<file path="src/design/brk_status_pkg.sv">
package brk_status_pkg;

	// clock and time base
	localparam int CLK_PERIOD_NS = 10;
	localparam int TICK_TIME_MS  = 1;
	// one millisecond of clock cycles, rounded down (a longest time)
	localparam int TICK_CYCLES   = TICK_TIME_MS * 1000000 / CLK_PERIOD_NS;

	// widths
	localparam int ADDR_W = 8;
	localparam int DATA_W = 32;
	localparam int VOLT_W = 16;
	localparam int TIME_W = 16;
	localparam int POLES  = 6;
	localparam int PIN_W  = 21;

	// register byte addresses
	localparam logic [7:0] ADDR_CTRL       = 8'h00;
	localparam logic [7:0] ADDR_IN_FLAGS   = 8'h04;
	localparam logic [7:0] ADDR_VOLT_FLAGS = 8'h08;
	localparam logic [7:0] ADDR_POLE_FLAGS = 8'h0c;
	localparam logic [7:0] ADDR_BRK_FLAGS  = 8'h10;
	localparam logic [7:0] ADDR_TRIG       = 8'h14;
	localparam logic [7:0] ADDR_MAX_OPEN   = 8'h18;
	localparam logic [7:0] ADDR_MAX_CLOSE  = 8'h1c;
	localparam logic [7:0] ADDR_THR_BASE   = 8'h20;
	localparam logic [7:0] ADDR_THR_LAST   = 8'h3c;

	// control register fields
	localparam int CTRL_TABLE_LSB = 0;
	localparam int CTRL_TRIG_BIT  = 8;

	// reset values
	localparam logic [1:0]        RST_ACTIVE_TABLE = 2'h1;
	localparam logic [TIME_W-1:0] RST_MAX_OPEN     = 16'h0064;
	localparam logic [TIME_W-1:0] RST_MAX_CLOSE    = 16'h0064;
	localparam logic [VOLT_W-1:0] RST_DEAD_THR     = 16'h0100;
	localparam logic [VOLT_W-1:0] RST_LIVE_THR     = 16'h0800;

	// pin bit positions inside the synchronised vector
	localparam int PIN_POLE_B   = 0;  // 6 open (52b-type) contacts
	localparam int PIN_POLE_A   = 6;  // 6 closed (52a-type) contacts
	localparam int PIN_FP_TRIG  = 12;
	localparam int PIN_CLOSE_OK = 13; // 2 bits
	localparam int PIN_RECL_OK  = 15; // 2 bits
	localparam int PIN_RI_3P    = 17;
	localparam int PIN_RI_1P    = 18;
	localparam int PIN_LOCKOUT  = 19;
	localparam int PIN_TABLE    = 20; // table select uses bits 20 and 21
	localparam int PIN_ALL      = PIN_W + 1;

	// per-pole transition supervision
	typedef enum logic [2:0] {
		POLE_IDLE    = 3'b001,
		POLE_OPENING = 3'b010,
		POLE_CLOSING = 3'b100
	} pole_phase_e;

endpackage : brk_status_pkg

</file>
<file path="src/design/breaker_status_monitor.sv">
`timescale 1ns/1ps
module breaker_status_monitor
	import brk_status_pkg::*;
#(
	parameter int TICK_CYC = TICK_CYCLES
) (
	// clock and reset
	input  wire logic              clk,
	input  wire logic              rst_n,
	// register port
	input  wire logic [ADDR_W-1:0] reg_addr,
	input  wire logic [DATA_W-1:0] reg_wdata,
	input  wire logic              reg_wr,
	input  wire logic              reg_rd,
	output logic      [DATA_W-1:0] reg_rdata,
	// digital input pins
	input  wire logic [1:0]        table_sel_in,
	input  wire logic              lockout_in,
	input  wire logic              ri_1p_in,
	input  wire logic              ri_3p_in,
	input  wire logic [1:0]        reclose_perm_in,
	input  wire logic [1:0]        close_perm_in,
	input  wire logic              front_panel_trig_in,
	// pole auxiliary contacts, index 0..2 brk1 a-c, 3..5 brk2 a-c
	input  wire logic [POLES-1:0]  pole_a_contact_in,
	input  wire logic [POLES-1:0]  pole_b_contact_in,
	// pole commands per breaker, from on-chip trip/close logic
	input  wire logic [1:0]        open_cmd,
	input  wire logic [1:0]        close_cmd,
	// measured voltages, on-chip samples
	input  wire logic [VOLT_W-1:0] volt_line1,
	input  wire logic [VOLT_W-1:0] volt_bus1,
	input  wire logic [VOLT_W-1:0] volt_line2,
	input  wire logic [VOLT_W-1:0] volt_bus2,
	// results of other on-chip functions
	input  wire logic [1:0]        sync_reclose_conditions,
	input  wire logic [1:0]        manual_close_conditions,
	input  wire logic [1:0]        pole_disagree_trip,
	// mirrored and derived flags
	output logic      [2:0]        table_active,
	output logic                   comm_trigger,
	output logic                   lockout_flag,
	output logic                   ri_1p_flag,
	output logic                   ri_3p_flag,
	output logic      [3:0]        dead_flag,
	output logic      [3:0]        live_flag,
	output logic      [1:0]        ext_reclose_en,
	output logic      [1:0]        ext_close_en,
	output logic      [1:0]        int_reclose_en,
	output logic      [1:0]        int_close_en,
	// pole flags
	output logic      [POLES-1:0]  pole_closed,
	output logic      [POLES-1:0]  pole_undef,
	output logic      [POLES-1:0]  pole_fail_open,
	output logic      [POLES-1:0]  pole_fail_close,
	// breaker aggregates, bit 0 breaker 1, bit 1 breaker 2
	output logic      [1:0]        brk_disagree,
	output logic      [1:0]        brk_undef,
	output logic      [1:0]        brk_fail_open,
	output logic      [1:0]        brk_fail_close,
	output logic      [1:0]        brk_all_open,
	output logic      [1:0]        brk_two_open,
	output logic      [1:0]        brk_one_open,
	output logic      [1:0]        brk_all_closed
);

	// number of set bits among three
	function automatic logic [1:0] count3(input logic [2:0] v);
		count3 = {1'b0, v[0]} + {1'b0, v[1]} + {1'b0, v[2]};
	endfunction : count3

	// unsigned compare, shared by all threshold checks
	function automatic logic below(input logic [VOLT_W-1:0] v,
		input logic [VOLT_W-1:0] thr);
		below = v < thr;
	endfunction : below

	// pin synchroniser: three stages, change accepted when 2 and 3 agree
	wire  [PIN_ALL-1:0] pin_raw;
	logic [PIN_ALL-1:0] pin_s1;
	logic [PIN_ALL-1:0] pin_s2;
	logic [PIN_ALL-1:0] pin_s3;
	logic [PIN_ALL-1:0] pin_q;
	wire  [PIN_ALL-1:0] next_pin_q;

	assign pin_raw = {table_sel_in, lockout_in, ri_1p_in, ri_3p_in,
		reclose_perm_in, close_perm_in, front_panel_trig_in,
		pole_a_contact_in, pole_b_contact_in};
	// a bit moves only once stages 2 and 3 agree, filtering one-cycle glitches
	assign next_pin_q = (pin_s2 & pin_s3) | (pin_q & (pin_s2 | pin_s3));

	always_ff @(posedge clk) begin
		if (!rst_n) begin
			pin_s1 <= '0;
			pin_s2 <= '0;
			pin_s3 <= '0;
			pin_q  <= '0;
		end else begin
			pin_s1 <= pin_raw;
			pin_s2 <= pin_s1;
			pin_s3 <= pin_s2;
			pin_q  <= next_pin_q;
		end
	end

	// registered copies of same-clock inputs
	logic [VOLT_W-1:0] v_q [4];
	logic [1:0]        sync_q;
	logic [1:0]        manual_q;
	logic [1:0]        disagree_q;
	logic [1:0]        open_cmd_q;
	logic [1:0]        close_cmd_q;

	always_ff @(posedge clk) begin
		if (!rst_n) begin
			v_q         <= '{default: '0};
			sync_q      <= '0;
			manual_q    <= '0;
			disagree_q  <= '0;
			open_cmd_q  <= '0;
			close_cmd_q <= '0;
		end else begin
			v_q[0]      <= volt_line1;
			v_q[1]      <= volt_bus1;
			v_q[2]      <= volt_line2;
			v_q[3]      <= volt_bus2;
			sync_q      <= sync_reclose_conditions;
			manual_q    <= manual_close_conditions;
			disagree_q  <= pole_disagree_trip;
			open_cmd_q  <= open_cmd;
			close_cmd_q <= close_cmd;
		end
	end

	// settings registers
	logic [1:0]        active_table;
	logic [TIME_W-1:0] max_opening_time;
	logic [TIME_W-1:0] max_closing_time;
	// order: line1, bus1, line2, bus2 dead then live
	logic [VOLT_W-1:0] dead_thr [4];
	logic [VOLT_W-1:0] live_thr [4];
	logic              trig_sticky;

	// register decode
	wire       wr_ctrl  = reg_wr && reg_addr == ADDR_CTRL;
	wire       wr_trig  = reg_wr && reg_addr == ADDR_TRIG;
	wire       wr_mopen = reg_wr && reg_addr == ADDR_MAX_OPEN;
	wire       wr_mclos = reg_wr && reg_addr == ADDR_MAX_CLOSE;
	wire       thr_hit  = reg_addr >= ADDR_THR_BASE &&
		reg_addr <= ADDR_THR_LAST && reg_addr[1:0] == 2'h0;
	wire [2:0] thr_idx  = reg_addr[4:2];
	wire       wr_thr   = reg_wr && thr_hit;

	// trigger events: host write to control, or keypad edge
	wire fp_rise   = next_pin_q[PIN_FP_TRIG] & ~pin_q[PIN_FP_TRIG];
	wire host_trig = wr_ctrl & reg_wdata[CTRL_TRIG_BIT];
	wire trig_evt  = host_trig | fp_rise;
	// write-one-to-clear; a trigger in the same cycle wins
	wire next_trig = trig_evt |
		(trig_sticky & ~(wr_trig & reg_wdata[0]));

	always_ff @(posedge clk) begin
		if (!rst_n) begin
			active_table     <= RST_ACTIVE_TABLE;
			max_opening_time <= RST_MAX_OPEN;
			max_closing_time <= RST_MAX_CLOSE;
			dead_thr         <= '{default: RST_DEAD_THR};
			live_thr         <= '{default: RST_LIVE_THR};
			trig_sticky      <= 1'b0;
		end else begin
			if (wr_ctrl)
				active_table <= reg_wdata[CTRL_TABLE_LSB +: 2];
			if (wr_mopen)
				max_opening_time <= reg_wdata[TIME_W-1:0];
			if (wr_mclos)
				max_closing_time <= reg_wdata[TIME_W-1:0];
			if (wr_thr && !thr_idx[2])
				dead_thr[thr_idx[1:0]] <= reg_wdata[VOLT_W-1:0];
			if (wr_thr && thr_idx[2])
				live_thr[thr_idx[1:0]] <= reg_wdata[VOLT_W-1:0];
			trig_sticky <= next_trig;
		end
	end

	// active table: inputs win, setting used when all are de-energised
	wire [1:0] tsel       = pin_q[PIN_TABLE +: 2];
	wire [1:0] table_code = (tsel == 2'h0) ? active_table : tsel;
	wire [2:0] next_table = {table_code == 2'h3, table_code == 2'h2,
		table_code == 2'h1};

	// voltage level detection
	logic [3:0] next_dead;
	logic [3:0] next_live;
	always_comb begin
		for (int i = 0; i < 4; i++) begin
			next_dead[i] = below(v_q[i], dead_thr[i]);
			next_live[i] = below(live_thr[i], v_q[i]);
		end
	end

	// pole state from the two auxiliary contacts
	wire [POLES-1:0] pa          = pin_q[PIN_POLE_A +: POLES];
	wire [POLES-1:0] pb          = pin_q[PIN_POLE_B +: POLES];
	wire [POLES-1:0] now_closed  = pa & ~pb;
	wire [POLES-1:0] now_open    = ~pa & pb;
	// both made or both broken: position unknown
	wire [POLES-1:0] now_undef   = ~(pa ^ pb);

	// ms tick for the transition timers
	logic [31:0] tick_cnt;
	wire         tick = tick_cnt == 32'(TICK_CYC - 1);

	always_ff @(posedge clk) begin
		if (!rst_n)
			tick_cnt <= '0;
		else
			tick_cnt <= tick ? '0 : tick_cnt + 32'h1;
	end

	// per-pole transition supervision
	pole_phase_e       phase      [POLES];
	pole_phase_e       next_phase [POLES];
	logic [TIME_W-1:0] tmr        [POLES];
	logic [POLES-1:0]  was_closed;
	logic [POLES-1:0]  f_open;
	logic [POLES-1:0]  f_close;
	logic [POLES-1:0]  next_f_open;
	logic [POLES-1:0]  next_f_close;

	always_comb begin
		for (int p = 0; p < POLES; p++) begin
			logic ocmd;
			logic ccmd;
			ocmd = open_cmd_q[p / 3];
			ccmd = close_cmd_q[p / 3];
			next_phase[p]   = phase[p];
			next_f_open[p]  = f_open[p];
			next_f_close[p] = f_close[p];
			case (phase[p])
			POLE_IDLE: begin
				// change begins: command, or contact leaves its position
				if (was_closed[p] && (ocmd || !now_closed[p]))
					next_phase[p] = POLE_OPENING;
				else if (!was_closed[p] && (ccmd || !now_open[p]))
					next_phase[p] = POLE_CLOSING;
			end
			POLE_OPENING: begin
				if (now_open[p]) begin
					next_phase[p]  = POLE_IDLE;
					next_f_open[p] = 1'b0;
				end else if (now_closed[p] && !ocmd) begin
					next_phase[p] = POLE_IDLE;  // bounced back
				end else if (tmr[p] > max_opening_time) begin
					next_f_open[p] = 1'b1;
				end
			end
			POLE_CLOSING: begin
				if (now_closed[p]) begin
					next_phase[p]   = POLE_IDLE;
					next_f_close[p] = 1'b0;
				end else if (now_open[p] && !ccmd) begin
					next_phase[p] = POLE_IDLE;
				end else if (tmr[p] > max_closing_time) begin
					next_f_close[p] = 1'b1;
				end
			end
			default: next_phase[p] = POLE_IDLE;
			endcase
		end
	end

	// timers count ms while a transition is under way, saturating
	always_ff @(posedge clk) begin
		if (!rst_n) begin
			phase      <= '{default: POLE_IDLE};
			tmr        <= '{default: '0};
			was_closed <= '0;
			f_open     <= '0;
			f_close    <= '0;
		end else begin
			phase   <= next_phase;
			f_open  <= next_f_open;
			f_close <= next_f_close;
			for (int p = 0; p < POLES; p++) begin
				if (next_phase[p] == POLE_IDLE)
					tmr[p] <= '0;
				else if (tick && tmr[p] != '1)
					tmr[p] <= tmr[p] + 16'h1;
				// remember the last defined position only
				if (!now_undef[p])
					was_closed[p] <= now_closed[p];
			end
		end
	end

	// breaker aggregates; one function serves both breakers
	wire [1:0] open_cnt1 = count3(now_open[2:0]);
	wire [1:0] open_cnt2 = count3(now_open[5:3]);

	wire [1:0] next_b_undef = {|now_undef[5:3], |now_undef[2:0]};
	wire [1:0] next_b_fo    = {|next_f_open[5:3],
		|next_f_open[2:0]};
	wire [1:0] next_b_fc    = {|next_f_close[5:3],
		|next_f_close[2:0]};
	wire [1:0] next_b_all_o = {open_cnt2 == 2'h3,
		open_cnt1 == 2'h3};
	wire [1:0] next_b_two_o = {open_cnt2 == 2'h2,
		open_cnt1 == 2'h2};
	wire [1:0] next_b_one_o = {open_cnt2 == 2'h1,
		open_cnt1 == 2'h1};
	wire [1:0] next_b_all_c = {&now_closed[5:3],
		&now_closed[2:0]};

	// every output flag is a flop, updated each cycle
	always_ff @(posedge clk) begin
		if (!rst_n) begin
			table_active    <= '0;
			comm_trigger    <= 1'b0;
			lockout_flag    <= 1'b0;
			ri_1p_flag      <= 1'b0;
			ri_3p_flag      <= 1'b0;
			dead_flag       <= '0;
			live_flag       <= '0;
			ext_reclose_en  <= '0;
			ext_close_en    <= '0;
			int_reclose_en  <= '0;
			int_close_en    <= '0;
			pole_closed     <= '0;
			pole_undef      <= '0;
			pole_fail_open  <= '0;
			pole_fail_close <= '0;
			brk_disagree    <= '0;
			brk_undef       <= '0;
			brk_fail_open   <= '0;
			brk_fail_close  <= '0;
			brk_all_open    <= '0;
			brk_two_open    <= '0;
			brk_one_open    <= '0;
			brk_all_closed  <= '0;
		end else begin
			table_active    <= next_table;
			comm_trigger    <= next_trig;
			lockout_flag    <= next_pin_q[PIN_LOCKOUT];
			ri_1p_flag      <= next_pin_q[PIN_RI_1P];
			ri_3p_flag      <= next_pin_q[PIN_RI_3P];
			dead_flag       <= next_dead;
			live_flag       <= next_live;
			ext_reclose_en  <= next_pin_q[PIN_RECL_OK +: 2];
			ext_close_en    <= next_pin_q[PIN_CLOSE_OK +: 2];
			int_reclose_en  <= sync_q;
			int_close_en    <= manual_q;
			pole_closed     <= now_closed;
			pole_undef      <= now_undef;
			pole_fail_open  <= next_f_open;
			pole_fail_close <= next_f_close;
			brk_disagree    <= disagree_q;
			brk_undef       <= next_b_undef;
			brk_fail_open   <= next_b_fo;
			brk_fail_close  <= next_b_fc;
			brk_all_open    <= next_b_all_o;
			brk_two_open    <= next_b_two_o;
			brk_one_open    <= next_b_one_o;
			brk_all_closed  <= next_b_all_c;
		end
	end

	// read mux; unmapped addresses read zero
	logic [DATA_W-1:0] rd_mux;
	always_comb begin
		rd_mux = '0;
		case (reg_addr)
		ADDR_CTRL:       rd_mux = {30'h0, active_table};
		ADDR_IN_FLAGS:   rd_mux = {17'h0, int_close_en, int_reclose_en,
			ext_close_en, ext_reclose_en, ri_3p_flag, ri_1p_flag,
			lockout_flag, comm_trigger, table_active};
		ADDR_VOLT_FLAGS: rd_mux = {24'h0, live_flag, dead_flag};
		ADDR_POLE_FLAGS: rd_mux = {8'h0, pole_fail_close, pole_fail_open,
			pole_undef, pole_closed};
		ADDR_BRK_FLAGS:  rd_mux = {16'h0, brk_all_closed, brk_one_open,
			brk_two_open, brk_all_open, brk_fail_close, brk_fail_open,
			brk_undef, brk_disagree};
		ADDR_TRIG:       rd_mux = {31'h0, trig_sticky};
		ADDR_MAX_OPEN:   rd_mux = {16'h0, max_opening_time};
		ADDR_MAX_CLOSE:  rd_mux = {16'h0, max_closing_time};
		default: begin
			if (thr_hit)
				rd_mux = {16'h0, thr_idx[2] ? live_thr[thr_idx[1:0]]
					: dead_thr[thr_idx[1:0]]};
		end
		endcase
	end

	// read data stands only in the cycle after the strobe
	always_ff @(posedge clk) begin
		if (!rst_n)
			reg_rdata <= '0;
		else
			reg_rdata <= reg_rd ? rd_mux : '0;
	end

endmodule : breaker_status_monitor

</file>
<file path="config.mk">
export PLATFORM = sky130hd
export DESIGN_NAME = breaker_status_monitor
export DESIGN_NICKNAME = d
export VERILOG_FILES = /design/src/design/brk_status_pkg.sv /design/src/design/breaker_status_monitor.sv
export SDC_FILE = /design/constraint.sdc
export NUM_CORES = 2
export LEC_CHECK = 0
export BUFFER_PORTS_ARGS = -buffer_cell sky130_fd_sc_hd__buf_2
export CORE_MARGIN = 2
export CORE_UTILIZATION = 30
export CTS_CLUSTER_DIAMETER = 40
export CTS_CLUSTER_SIZE = 28
export DETAILED_ROUTE_END_ITERATION = 10
export MAX_ROUTING_LAYER = met4
export SYNTH_ARGS = -nofsm -noshare
export SYNTH_HDL_FRONTEND = slang
export SYNTH_SLANG_ARGS = --single-unit
export TNS_END_PERCENT = 20
</file>
<file path="constraint.sdc">
create_clock -name clk -period 2.6 [get_ports clk]
set_input_delay 0.26 -clock clk [delete_from_list [all_inputs] [get_ports clk]]
set_output_delay 0.26 -clock clk [all_outputs]
set_load 0.005 [all_outputs]
</file>
==> results.yml <==
cts:
  cts-buffers-inserted: 97
  clk_path_buf_depth: 3
  cts_root_buf: "clkbuf_16"
  clk_latency_ps: 700
  clk_pin_slew_ps: 60
  cts_tree: "done"
  htree_levels: 3
  cts_sinks: 556
synth:
  syn_area_sq_mm: 0.02943
  synth_edf_count: 0
  synth_seq_area_share_pct: 37.82
  synth_seq_cells: 556
  yosys-top-cells-count: "dfxtp_1, nand2_1, ha_1"
  ys_warn_count: 0
  synth_top_area_share_pct: 37.82
  syn_area_per_cell_sq_um: 8.878
  synth.largest_area_cell: "dfxtp_1"
  synthCells: 3315
  synth_area_leaders: "dfxtp_1, ha_1, nand2_1"
  async_reset_ff_share_pct: 0
  synth_most_common_cell: "dfxtp_1"
  ys_types: 69
  synth-main-ff-cell: "dfxtp_1"
route:
  ant_nets: 0
  met1_length_microns: 46020
  drt_iter0_markers: 2035
  top_layer: "met4"
  vias: 25620
  via_per_inst: 5.035
  drc_errors: 0
  wl_microns: 99280
  wl_per_cell_microns: 19.51
  wl_met2_microns: 42140
  drt_first_pass_iters: 9
  wl_met3_microns: 7553
min_path:
  hold_path.class: "in2reg"
global_route:
  grt_start_max_net_pins: 107
  grt_pass1_wl_microns: 149100
  gr-total-overflow: 0
  grt_antenna_before_repair: 12
  grt_usage_pct: 20.19
  grt_pass1_vias: 24350
cells_and_area:
  final_nets: 4195
  fin_util_pct: 38.35
  fill_cells: 9708
  area_delta_synth_final_pct: 26.40
  final_layout_size_suffix_gt1_share_pct: 14.98
  fin_area_sq_mm: 0.03720
pwr:
  pwr-share-comb_pct: 5.6
  p_int_mw: 17.28
  p_per_area_mw_per_mm2: 627.4
  swShare_pct: 25.98
  clockPowerShare_pct: 56.4
  pwr-share-seq_pct: 38.0
  peakVddDrop_mv: 0.4354
  power_mw: 23.34
  p_switching_mw: 6.064
  leakage_nw: 14.83
sta:
  worst-slew-pin-transition_ps: 1176
  rsz0062_at_grt: "yes"
  max_clock_freq_mhz: 400.0
  slew_headroom_pct: 21.50
  fin_crit_ps: 2500
  finClkSkew_ps: 62.64
  hold_violations: 0
  drv_slew: 0
  finalSetupTns_ps: 0
  period_share_pct: 96.14
  setup_viol: 0
worst_setup_path:
  r2r_slack_ps: 100
  cp.required_ps: 3130
  worstPathCellList: "clkinvlp_4 -> ha_1 -> a21oi_1 -> o21ai_0 -> a2111oi_1 -> a31oi_1 -> or3_1"
  arrival_ps: 3030
  end_kind: "register"
  crit_fanout: 6
  critPathLaunchType: "register"
  critPathSlowestCell: "ha_1"
  criticalPathCategory: "reg2reg"
  cpPeakStageDelay_ps: 410
place:
  portBuffers: 210
  finalWeightedCongestion: 0.9343
  post_dp_cell_area_sq_mm: 0.03249
  place_hpwl_microns: 72970
floorplanning:
  die_w_microns: 317.2
  num_rows: 114
  core_sq_mm: 0.09699
  die_area_sq_mm: 0.1006
  start_util_pct: 30.34
  fp.dieH_microns: 317.2
  io_pins: 235
job:
  drv_cap: 0
run_status:
  run_status: "finished, final reports clean"
## repair_timing
item	CTS	global route
hold buffers	113	0
endpoints found under the hold margin	192	0
setup endpoints to repair	0	3
gates resized for setup	0	22
buffers inserted	0	3
## power by group through the flow
stage                     Sequential [mW]  Combinational (mW)  Clock, mW
final                                8.88                1.31       13.2
after global routing                 8.89                1.44       13.8
after global placement               9.05                1.13          0
after floorplan                      8.97               0.767          0
after detailed placement             9.05                1.14          0
after CTS                            8.87                1.29       13.4
## cells by family after synthesis
logic type,Yosys count,share of synthesized area (%)
muxes,121,5.522
DFF,556,37.82
buffers and inverters,350,4.676
other,1,0.01274
and+or+nand+nor,1250,21.52
AOI/OAI and AO/OA,596,13.03
adders and majority gates,333,14.21
xor gates and xnor gates,108,3.214
## critical path, delay by kind of cell, from the launching register on
family | cells | cell delay (ps)
flops | 1 | 370
buf+inv | 1 | 310
simple gates | 1 | 400
fa+ha+maj | 1 | 410
compound gates | 4 | 830
## sequential cells by signal (all words and copies together), names as in the netlist, 16 cells and up
| signal | count |
|---|---|
| tmr | 96 |
| dead_thr | 64 |
| live_thr | 64 |
| v_q | 64 |
| tick_cnt | 32 |
| reg_rdata | 24 |
| pin_q | 22 |
| pin_s1 | 22 |
| pin_s2 | 22 |
| pin_s3 | 22 |
| phase | 18 |
| max_closing_time | 16 |
| max_opening_time | 16 |
## area by class of cell
class | instances | area (sq um) | area share (%)
Timing Repair Buffer | 442 | 3163 | 8.503
Multi-Input combinational cell | 2416 | 17080 | 45.92
Sequential cell | 556 | 11130 | 29.92
Clock inverter | 71 | 835.8 | 2.247
Inverter | 209 | 792.0 | 2.129
Clock buffer | 111 | 2581 | 6.939
Antenna cell | 7 | 17.52 | 0.04709
Tap cell | 1276 | 1597 | 4.292
## placed cells by master (no fill, tap or decap), types with 52 or more instances in the layout
master,n
dlygate4sd3_1,113
a21oi_1,155
xor2_1,52
o21ai_0,114
buf_4,114
nor2b_1,91
mux2i_1,87
and2_1,173
nand4_1,91
buf_2,208
nand2_1,372
inv_1,206
nor2_1,202
clkbuf_16,98
ha_1,329
nand3_1,88
dfxtp_1,556
a21boi_0,114
xnor2_1,56
## final timing paths
kind         cells past startpoint               end                start
max reg2reg                      7  brk_fail_open[1]  max_opening_time[7]
min                              3   active_table[0]               reg_wr
min reg2reg                      2          pin_q[7]            pin_s3[7]
max                              7  brk_fail_open[1]  max_opening_time[7]
## through the flow
| step | worst slack, ps | std cells | hold slack [ps] |
|---|---|---|---|
| 6_report | 100.3 | 5088 | 129.4 |
| 5_1_grt | -13.60 | 5085 | 139.6 |
| 4_1_cts | 23.82 | 5078 | 74.71 |
| 3_5_place_dp | 83.45 | 4783 | 417.7 |
| 3_3_place_gp | 119.6 | 4783 | 414.5 |
| 2_1_floorplan | 237.4 | 3322 | 387.3 |
## layer usage
metal | GRT usage [%] | vias to the layer above
met1 | 27.53 | 12000
met5 | - | -
met3 | 3.626 | 184
li1 | - | 12460
met2 | 29.48 | 976
met4 | 7.843 | 0
No activity file was read; power rests on OpenSTA's default activity.
